`src/pos_opt_pkg.sv`:
```
// constants, field layouts and types shared by the positioning option block
package pos_opt_pkg;

    // register indices (object numbers)
    localparam logic [15:0] IDX_OPTION_WORD = 16'h60F2;
    localparam logic [15:0] IDX_FOLLOW_ERR  = 16'h60F4;
    localparam logic [15:0] IDX_MAX_SLIP    = 16'h60F8;
    localparam logic [15:0] IDX_CORRECTION  = 16'h60FA;
    localparam logic [15:0] IDX_DEMAND_INC  = 16'h60FC;

    // reset values and the slip monitoring off value
    localparam logic [15:0] RST_OPTION_WORD = 16'h0001;
    localparam logic [31:0] RST_MAX_SLIP    = 32'h0000_0190;
    localparam logic [31:0] RST_MONITOR     = 32'h0000_0000;
    localparam logic [31:0] SLIP_OFF_VALUE  = 32'h7FFF_FFFF;

    // option word field positions
    localparam int REL_LSB = 0;
    localparam int RLS_LSB = 4;
    localparam int ROT_LSB = 6;

    // mask of option bits that are stored
    localparam logic [15:0] OPTION_MASK = 16'h00F3;

    // controlword / statusword bit positions
    localparam int CW_NEW_SETPOINT = 4;
    localparam int CW_RELATIVE     = 6;
    localparam int SW_SETPOINT_ACK = 12;
    localparam int SW_SLIP_ERROR   = 13;

    // slip qualification counter width
    localparam int QUAL_W = 16;

    // two-bit field codes
    typedef enum logic [1:0] {
        REL_PREV_TARGET = 2'h0,
        REL_RAMP_OUTPUT = 2'h1,
        REL_ACTUAL_POS  = 2'h2,
        REL_RESERVED    = 2'h3
    } rel_ref_e;

    typedef enum logic [1:0] {
        RLS_HOST    = 2'h0,
        RLS_ON_DONE = 2'h1,
        RLS_ASAP    = 2'h2,
        RLS_RSVD    = 2'h3
    } release_e;

    typedef enum logic [1:0] {
        ROT_LINEAR   = 2'h0,
        ROT_NEG_ONLY = 2'h1,
        ROT_POS_ONLY = 2'h2,
        ROT_SHORTEST = 2'h3
    } rot_dir_e;

    // setpoint handshake states, gray from IDLE through MOVE to CLEAR
    typedef enum logic [1:0] {
        HS_IDLE  = 2'b00,
        HS_MOVE  = 2'b01,
        HS_CLEAR = 2'b11
    } hs_state_e;

endpackage : pos_opt_pkg

```
`src/positioning_option_slip_monitor.sv`:
```
// positioning option decode, setpoint release, rotary direction and monitors
//
// How it works
// - sixteen-bit option word, preset 0001, masked
// - bits 1..0 pick relative reference base
// - code 00 adds to previous target
// - code 01 adds to ramp output
// - code 10 adds to actual position
// - device clears new setpoint, then acknowledge
// - code 01 releases when target reached
// - code 10 releases immediately; 00 host
// - rotary 00 wraps at range limits
// - rotary 01 moves only negative
// - rotary 10 moves only positive
// - rotary 11 takes shortest path
// - following error read-only, resets zero
// - velocity mode excessive deviation sets bit 13
// - flag only after qualification time passes
// - limit 7FFFFFFF disables slip monitoring
// - slip limit signed, symmetric, preset 190
// - configured reaction logs error history entry
// - control effort exposed read-only
// - position demand increments exposed read-only
`timescale 1ns/10ps
`default_nettype none
module positioning_option_slip_monitor (
    input  wire logic                           clk,
    input  wire logic                           arst_n,
    input  wire logic                           en,
    // object access
    input  wire logic                           obj_wr,
    input  wire logic                           obj_rd,
    input  wire logic [15:0]                    obj_index,
    input  wire logic [31:0]                    obj_wdata,
    output logic [31:0]                         obj_rdata,
    output logic                                obj_ack,
    output logic                                obj_err,
    // controlword in, device-modified controlword and status out
    input  wire logic [15:0]                    ctrl_in,
    input  wire logic                           ctrl_in_wr,
    output logic [15:0]                         ctrl_word,
    output logic                                sw_setpoint_ack,
    output logic                                sw_slip_error,
    // motion inputs
    input  wire logic                           move_start,
    input  wire logic                           target_reached,
    input  wire logic signed [31:0]             target_in,
    input  wire logic signed [31:0]             ramp_output,
    input  wire logic signed [31:0]             actual_pos,
    input  wire logic signed [31:0]             range_min,
    input  wire logic signed [31:0]             range_max,
    input  wire logic signed [31:0]             following_error,
    input  wire logic signed [31:0]             control_effort,
    input  wire logic signed [31:0]             demand_increments,
    // velocity supervision inputs
    input  wire logic                           velocity_mode,
    input  wire logic signed [31:0]             actual_speed,
    input  wire logic signed [31:0]             set_speed,
    input  wire logic [pos_opt_pkg::QUAL_W-1:0] qual_cycles,
    input  wire logic                           slip_reaction_en,
    // resolved move and error history pulse
    output logic signed [31:0]                  move_target,
    output logic                                move_dir_neg,
    output logic                                move_via_limit,
    output logic                                move_valid,
    output logic                                history_log
);
    import pos_opt_pkg::*;

    typedef struct packed {
        logic [15:0]  opt;       // option word
        logic [31:0]  slip_lim;  // max slip limit
        logic [31:0]  ferr;      // following error snapshot
        logic [31:0]  effort;    // control effort snapshot
        logic [31:0]  demand;    // demand snapshot
        logic [31:0]  prev_tgt;  // last internal absolute target
        logic [31:0]  rdata;     // read answer
        logic         ack;       // access answered
        logic         err;       // unmapped index or write to a read-only monitor
        logic [15:0]  cw;        // controlword image
        logic         sp_ack;    // setpoint acknowledge
        hs_state_e    hs;        // release handshake
        logic [31:0]  tgt;       // resolved target
        logic         dneg;      // travel direction negative
        logic         via;       // passes through a limit
        logic         mvalid;    // resolved move pulse
        logic         slip;      // slip status
        logic         hlog;      // history entry pulse
    } top_s;

    top_s q, d;
    logic        slip_flag;       // qualified slip from monitor
    logic        slip_event;      // first detection pulse
    rel_ref_e    rel_sel;         // relative_reference_select
    release_e    rls_sel;         // setpoint_release_select
    rot_dir_e    rot_sel;         // rotary_direction_select
    logic [31:0] base;            // relative move base
    logic [31:0] abs_tgt;         // absolute target before wrap
    logic [31:0] span;            // range width
    logic [31:0] fwd;             // forward difference in range
    logic [31:0] wrapped;         // target after wrap

    // slippage supervision lives in its own module
    slip_monitor u_slip (
        .clk           (clk),
        .arst_n        (arst_n),
        .en            (en),
        .velocity_mode (velocity_mode),
        .actual_speed  (actual_speed),
        .set_speed     (set_speed),
        .max_slip      (q.slip_lim),
        .qual_cycles   (qual_cycles),
        .slip_flag     (slip_flag),
        .slip_event    (slip_event)
    );

    // field decode; reserved relative and release codes fall back to code 00
    always_comb begin
        rel_sel = rel_ref_e'(q.opt[REL_LSB +: 2]);
        rls_sel = release_e'(q.opt[RLS_LSB +: 2]);
        rot_sel = rot_dir_e'(q.opt[ROT_LSB +: 2]);
        if (rel_sel == REL_RESERVED) begin
            rel_sel = REL_PREV_TARGET;
        end
        if (rls_sel == RLS_RSVD) begin
            rls_sel = RLS_HOST;
        end
    end

    // relative base and target geometry
    always_comb begin
        unique case (rel_sel)
            REL_PREV_TARGET: base = q.prev_tgt;
            REL_RAMP_OUTPUT: base = ramp_output;
            REL_ACTUAL_POS:  base = actual_pos;
            default:         base = q.prev_tgt;
        endcase
        // relative only when controlword bit 6 is one
        abs_tgt = q.cw[CW_RELATIVE] ? (base + target_in) : target_in;
        span    = range_max - range_min;
        fwd     = abs_tgt - actual_pos;
        // wrap to the opposite end when beyond a limit; single wrap only
        if ($signed(abs_tgt) > range_max) begin
            wrapped = abs_tgt - span;
        end else if ($signed(abs_tgt) < range_min) begin
            wrapped = abs_tgt + span;
        end else begin
            wrapped = abs_tgt;
        end
    end

    // next state: object access, handshake, move resolution
    always_comb begin
        d        = q;
        d.ack    = 1'b0;
        d.err    = 1'b0;
        d.mvalid = 1'b0;
        d.hlog   = 1'b0;
        // monitor snapshots, read-only
        d.ferr   = following_error;
        d.effort = control_effort;
        d.demand = demand_increments;
        // host controlword writes
        if (ctrl_in_wr) begin
            d.cw = ctrl_in;
        end
        // register access; write wins over read when both asserted
        if (obj_wr) begin
            d.ack = 1'b1;
            unique case (obj_index)
                IDX_OPTION_WORD: d.opt = obj_wdata[15:0] & OPTION_MASK;
                IDX_MAX_SLIP:    d.slip_lim = obj_wdata;
                IDX_FOLLOW_ERR, IDX_CORRECTION, IDX_DEMAND_INC: d.err = 1'b1;
                default:         d.err = 1'b1;
            endcase
        end else if (obj_rd) begin
            d.ack = 1'b1;
            unique case (obj_index)
                IDX_OPTION_WORD: d.rdata = {16'h0000, q.opt};
                IDX_FOLLOW_ERR:  d.rdata = q.ferr;
                IDX_MAX_SLIP:    d.rdata = q.slip_lim;
                IDX_CORRECTION:  d.rdata = q.effort;
                IDX_DEMAND_INC:  d.rdata = q.demand;
                default: begin
                    d.rdata = 32'h0000_0000;
                    d.err   = 1'b1;
                end
            endcase
        end
        // resolve a new move
        if (move_start) begin
            d.mvalid   = 1'b1;
            d.prev_tgt = wrapped;
            d.sp_ack   = 1'b1;
            d.via      = 1'b0;
            unique case (rot_sel)
                ROT_LINEAR: begin
                    d.tgt  = wrapped;
                    d.dneg = $signed(fwd) < 0;
                    d.via  = (wrapped != abs_tgt);
                end
                ROT_NEG_ONLY: begin
                    d.tgt  = wrapped;
                    d.dneg = 1'b1;
                    d.via  = $signed(wrapped) > actual_pos;
                end
                ROT_POS_ONLY: begin
                    d.tgt  = wrapped;
                    d.dneg = 1'b0;
                    d.via  = $signed(wrapped) < actual_pos;
                end
                ROT_SHORTEST: begin
                    // forward distance mod span below half a turn goes positive
                    d.tgt  = wrapped;
                    d.dneg = !((($signed(wrapped - actual_pos) >= 0) ?
                               (wrapped - actual_pos) : (wrapped - actual_pos + span))
                               < {1'b0, span[31:1]});
                    d.via  = 1'b0;
                end
                default: d.tgt = wrapped;
            endcase
        end
        // setpoint release handshake
        unique case (q.hs)
            HS_IDLE: begin
                if (move_start && rls_sel != RLS_HOST) begin
                    d.hs = (rls_sel == RLS_ASAP) ? HS_CLEAR : HS_MOVE;
                end
            end
            HS_MOVE: begin
                if (target_reached) begin
                    d.hs = HS_CLEAR;
                end
            end
            HS_CLEAR: begin
                // clear new setpoint first; acknowledge drops next cycle
                if (q.cw[CW_NEW_SETPOINT]) begin
                    d.cw[CW_NEW_SETPOINT] = 1'b0;
                end else begin
                    d.sp_ack = 1'b0;
                    d.hs     = HS_IDLE;
                end
            end
            default: d.hs = HS_IDLE;
        endcase
        // host driven mode: acknowledge follows the new setpoint bit
        if (rls_sel == RLS_HOST && !q.cw[CW_NEW_SETPOINT] && !move_start) begin
            d.sp_ack = 1'b0;
        end
        // slip status and error history
        d.slip = slip_flag;
        d.hlog = slip_event && slip_reaction_en;
    end

    // state register, frozen while enable is low
    always_ff @(posedge clk or negedge arst_n) begin
        if (!arst_n) begin
            q          <= '0;
            q.opt      <= RST_OPTION_WORD;
            q.slip_lim <= RST_MAX_SLIP;
            q.ferr     <= RST_MONITOR;
            q.hs       <= HS_IDLE;
        end else if (en) begin
            q <= d;
        end
    end

    // outputs straight from flip-flops
    assign obj_rdata       = q.rdata;
    assign obj_ack         = q.ack;
    assign obj_err         = q.err;
    assign ctrl_word       = q.cw;
    assign sw_setpoint_ack = q.sp_ack;
    assign sw_slip_error   = q.slip;
    assign move_target     = q.tgt;
    assign move_dir_neg    = q.dneg;
    assign move_via_limit  = q.via;
    assign move_valid      = q.mvalid;
    assign history_log     = q.hlog;

endmodule : positioning_option_slip_monitor
`default_nettype wire

```
`src/slip_monitor.sv`:
```
// slippage monitor: deviation qualification over a configured time
`timescale 1ns/10ps
`default_nettype none
module slip_monitor (
    input  wire logic                          clk,
    input  wire logic                          arst_n,
    input  wire logic                          en,
    input  wire logic                          velocity_mode,
    input  wire logic signed [31:0]            actual_speed,
    input  wire logic signed [31:0]            set_speed,
    input  wire logic signed [31:0]            max_slip,
    input  wire logic [pos_opt_pkg::QUAL_W-1:0] qual_cycles,
    output logic                               slip_flag,
    output logic                               slip_event
);
    import pos_opt_pkg::*;

    typedef struct packed {
        logic [QUAL_W-1:0] cnt;  // cycles of excessive deviation
        logic              flag; // qualified slip
        logic              evt;  // one-cycle detection pulse
    } slip_s;

    slip_s q, d;
    logic signed [32:0] diff;
    logic        [32:0] mag;
    logic        [32:0] lim;
    logic               excess;
    logic               active;

    // deviation magnitude, 33 bits so the subtraction cannot wrap
    always_comb begin
        diff   = 33'(actual_speed) - 33'(set_speed);
        mag    = diff[32] ? 33'(-diff) : 33'(diff);
        lim    = max_slip[31] ? 33'(-33'(max_slip)) : 33'(max_slip);
        active = velocity_mode && (max_slip != SLIP_OFF_VALUE);
        excess = active && (mag > lim);
    end

    // count persistence; flag only once the time is exceeded
    always_comb begin
        d     = q;
        d.evt = 1'b0;
        if (!excess) begin
            d.cnt  = '0;
            d.flag = 1'b0;
        end else if (q.cnt > qual_cycles) begin
            d.flag = 1'b1;
            d.evt  = !q.flag;
        end else begin
            d.cnt = q.cnt + 1'b1;
        end
    end

    // state register
    always_ff @(posedge clk or negedge arst_n) begin
        if (!arst_n) begin
            q <= '0;
        end else if (en) begin
            q <= d;
        end
    end

    assign slip_flag  = q.flag;
    assign slip_event = q.evt;

endmodule : slip_monitor
`default_nettype wire

```
`config.mk`:
```
export PLATFORM = sky130hd
export DESIGN_NAME = positioning_option_slip_monitor
export DESIGN_NICKNAME = d
export VERILOG_FILES = /design/src/pos_opt_pkg.sv /design/src/positioning_option_slip_monitor.sv /design/src/slip_monitor.sv
export SDC_FILE = /design/constraint.sdc
export NUM_CORES = 1
export LEC_CHECK = 0
export BUFFER_PORTS_ARGS = -buffer_cell sky130_fd_sc_hd__clkbuf_2
export CAP_MARGIN = 10
export CORE_ASPECT_RATIO = 1.5
export CORE_MARGIN = 3
export CORE_UTILIZATION = 38
export DETAILED_ROUTE_END_ITERATION = 16
export PLACE_DENSITY = 0.67
export SLEW_MARGIN = 20
export SYNTH_ARGS = -nofsm -noshare
export SYNTH_HDL_FRONTEND = slang
export SYNTH_SLANG_ARGS = --single-unit
```
`constraint.sdc`:
```
create_clock -name clk -period 17 [get_ports clk]
set_input_delay 3.4 -clock clk [delete_from_list [all_inputs] [get_ports clk]]
set_output_delay 3.4 -clock clk [all_outputs]
set_load 0.02 [all_outputs]
```
==> run summary <==
Number of synthesized flops with an enable pin = 0
Post-DP HPWL = 104000 um
Final Max Tran Viols = 0
IO buf count = 497
Die area = 0.0841 mm2
Die Height = 354 um
Commonest non-fill, non-tap cell in the layout = clkbuf_2
Met3 Use GR = 6.39%
M2 GR Usage = 53.0%
Final min period = 15.95 ns
Worst-path clk slew = 0.07 ns
Syn Area/Cell = 8.26 um2
Register bit count reported by yosys = 242
Area grow syn2layout = 13.1%
Worst endpoint required time = 17.52 ns
Arrival time worst endpoint = 16.48 ns
Worst reg-to-reg path cell count = 56
Synth warnings = 0
Max-slew headroom = 14.9%
Cell area after synthesis = 0.0306 mm2
Fin crit share = 93.8%
Slowest CP cell = o31ai_1
Core box area = 0.0793 mm2
Routed Antenna Nets = 0
Nets = 4879
Endpoint class of the critical path = flip-flop
Hold Crit Class = reg2reg
Unique masters post-synth = 119
Avg Vias per Cell = 5.93
Syn nets = 4523
I/O pins = 498
Max incr delay on CP = 0.68 ns
RSZ-0062 raised after global routing = false
DRC violation count after routing = 0
Layout cells sized above 1 = 21.1%
Pin count of the biggest net entering global routing = 172
First-pass GRT wire length = 184000 um
Grt ovf = 0
Initial detailed-routing violation count = 1883
First drt pass iteration count = 9
Seq/Total Area, Yosys = 19.8%
Hold Fails Final Rpt = 0
H-tree Lvls = 1
Routed WL = 125000 um
Top cells by area, synth = dfrtp_1 (19%), ha_1 (16%), mux2_2 (7.0%)
Largest fanout on the critical path = 30
Routability cong. = 1.01
Synth Instances = 3708
Clk_lat worst skew = 0.62 ns
Row cnt = 126
Setup bufs post-CTS = 0
Most frequent cells in the layout = clkbuf_2 (495), ha_1 (397), inv_1 (286)
CTS buffer count = 28
Vias after detailed routing = 30400
Max Root-Sink Buffers = 3
Wire per inst = 24.5 um
PostCTS Resize Cnt = 0
Vias in the first global route = 30800
Worst Max-Slew Pin Slew = 1.28 ns
Initial antenna violation count = 20
Status = finished, final reports clean
M1 GR Usage = 27.5%
DIE WIDTH = 238 um
Busiest grt layer = met2
Initial Utilization = 38.6%
Yosys top cell area share = 19.5%
Root buf cell = clkbuf_16
Max cap viols = 0
CP Launch Type = input pin
Setup skew after layout = 0.0383 ns
Top_reg_cell synth = dfrtp_1
Dominant cell type by area after synthesis = dfrtp_1
Hold_buf cts = 0
Fmax = 62.7 MHz
Synth async-reset ratio = 100%
Overall Global Routing Usage = 28.8%
Setup TNS Final = 0 ns
Crit path top cell by count = a21oi_1
CTS tree = done
Clock Sinks = 242
Hold path depth = 2
Final Setup Violations = 0
CP Class = in2reg
==> stage by stage <==
stage | instances | hold WS [ns] | utilization [%] | instance area (um2) | worst slack (ns)
CTS | 5107 | 0.488 | 43.6 | 34600 | 1.28
global placement | 5057 | 0.461 | 42.4 | 33600 | 0.811
detailed placement | 5057 | 0.472 | 42.4 | 33600 | 0.649
finish | 5119 | 0.485 | 43.6 | 34600 | 1.05
global route | 5112 | 0.512 | 43.6 | 34600 | 0.157
floorplan | 3708 | 0.447 | - | 30600 | 2.37
==> worst max-delay path: cells and delay by family <==
family,cells,cell delay (ns)
multiplexers,2,0.55
adder cells (fa/ha/maj),5,1.84
AO/OA/AOI/OAI,35,8.01
XOR/XNOR,3,0.41
AND/OR/NAND/NOR,6,1.36
buffers and inverters,4,0.87
==> final timing paths <==
path / startpoint / endpoint / slack [ns]
worst min-delay path: obj_rdata[5]$_DFFE_PN0P_ / obj_rdata[5]$_DFFE_PN0P_ / 0.48
worst min register to register: obj_rdata[5]$_DFFE_PN0P_ / obj_rdata[5]$_DFFE_PN0P_ / 0.48
worst max register to register: q[250]$_DFFE_PN1P_ / move_dir_neg$_DFFE_PN0P_ / 2.41
worst max-delay path: ramp_output[8] / move_dir_neg$_DFFE_PN0P_ / 1.05
max in group asynchronous: arst_n / q[205]$_DFFE_PN0P_ / 12.75
min in group asynchronous: arst_n / q[90]$_DFFE_PN0P_ / 2.72
==> area by class of cell <==
| cell class | instances | area [um2] |
|---|---|---|
| multi-input combinational | 2963 | 22400 |
| inverter | 288 | 1080 |
| antenna | 11 | 27.5 |
| sequential | 242 | 6060 |
| fill | 8096 | 44700 |
| clock inverter | 15 | 183 |
| tap | 1024 | 1280 |
| timing repair buffer | 541 | 2840 |
| clock buffer | 35 | 767 |
==> sequential cells by signal (all words and copies together), names as in the netlist, 16 cells and up <==
signal and count:
u_slip.q 16, q 168, obj_rdata 32, ctrl_word 16
==> Yosys cell counts (all sizes together), types with 11 or more instances <==
cell     count
a2111oi     13
a211o       16
a211oi      32
a21boi      37
a21o       114
a21oi      245
a221oi      14
a222oi      26
a22o        12
a22oi       47
a31oi       39
and2        17
and3        34
and4        11
buf        107
clkbuf     108
dfrtp      238
ha         398
inv        287
mux2       192
mux2i       16
nand2      285
nand2b      45
nand3       63
nand3b      11
nand4       64
nor2       186
nor2b       38
nor3        65
nor3b       13
nor4        22
o211ai      25
o21a        47
o21ai      265
o21bai      38
o221ai      11
o22ai       16
o31a        11
o31ai       38
o41ai       13
or2         14
or3         37
or4         25
xnor2      147
xor2        99
==> logic make-up (layout without fill, tap and decap cells) <==
family | Yosys count | after routing | share of synthesized area, %
flops | 242 | 242 | 19.8
xor+xnor | 247 | 247 | 7.14
mux | 208 | 208 | 7.64
buf+inv | 503 | 879 | 7.26
simple gates | 949 | 949 | 15.7
fa+ha+maj | 405 | 405 | 16.7
compound gates | 1153 | 1153 | 25.8
other cells | 1 | 12 | 0.0123
==> per-layer routing <==
| layer | wire length (um) | share of wire [%] |
|---|---|---|
| met5 | 126 | 0.10 |
| met4 | 11500 | 9.1 |
| met3 | 8780 | 7.0 |
| met2 | 63400 | 51 |
| met1 | 41700 | 33 |
Power is left out: the tool's default activity adds up to more than one toggle a clock period on the data nets, which glitch-free logic cannot reach.
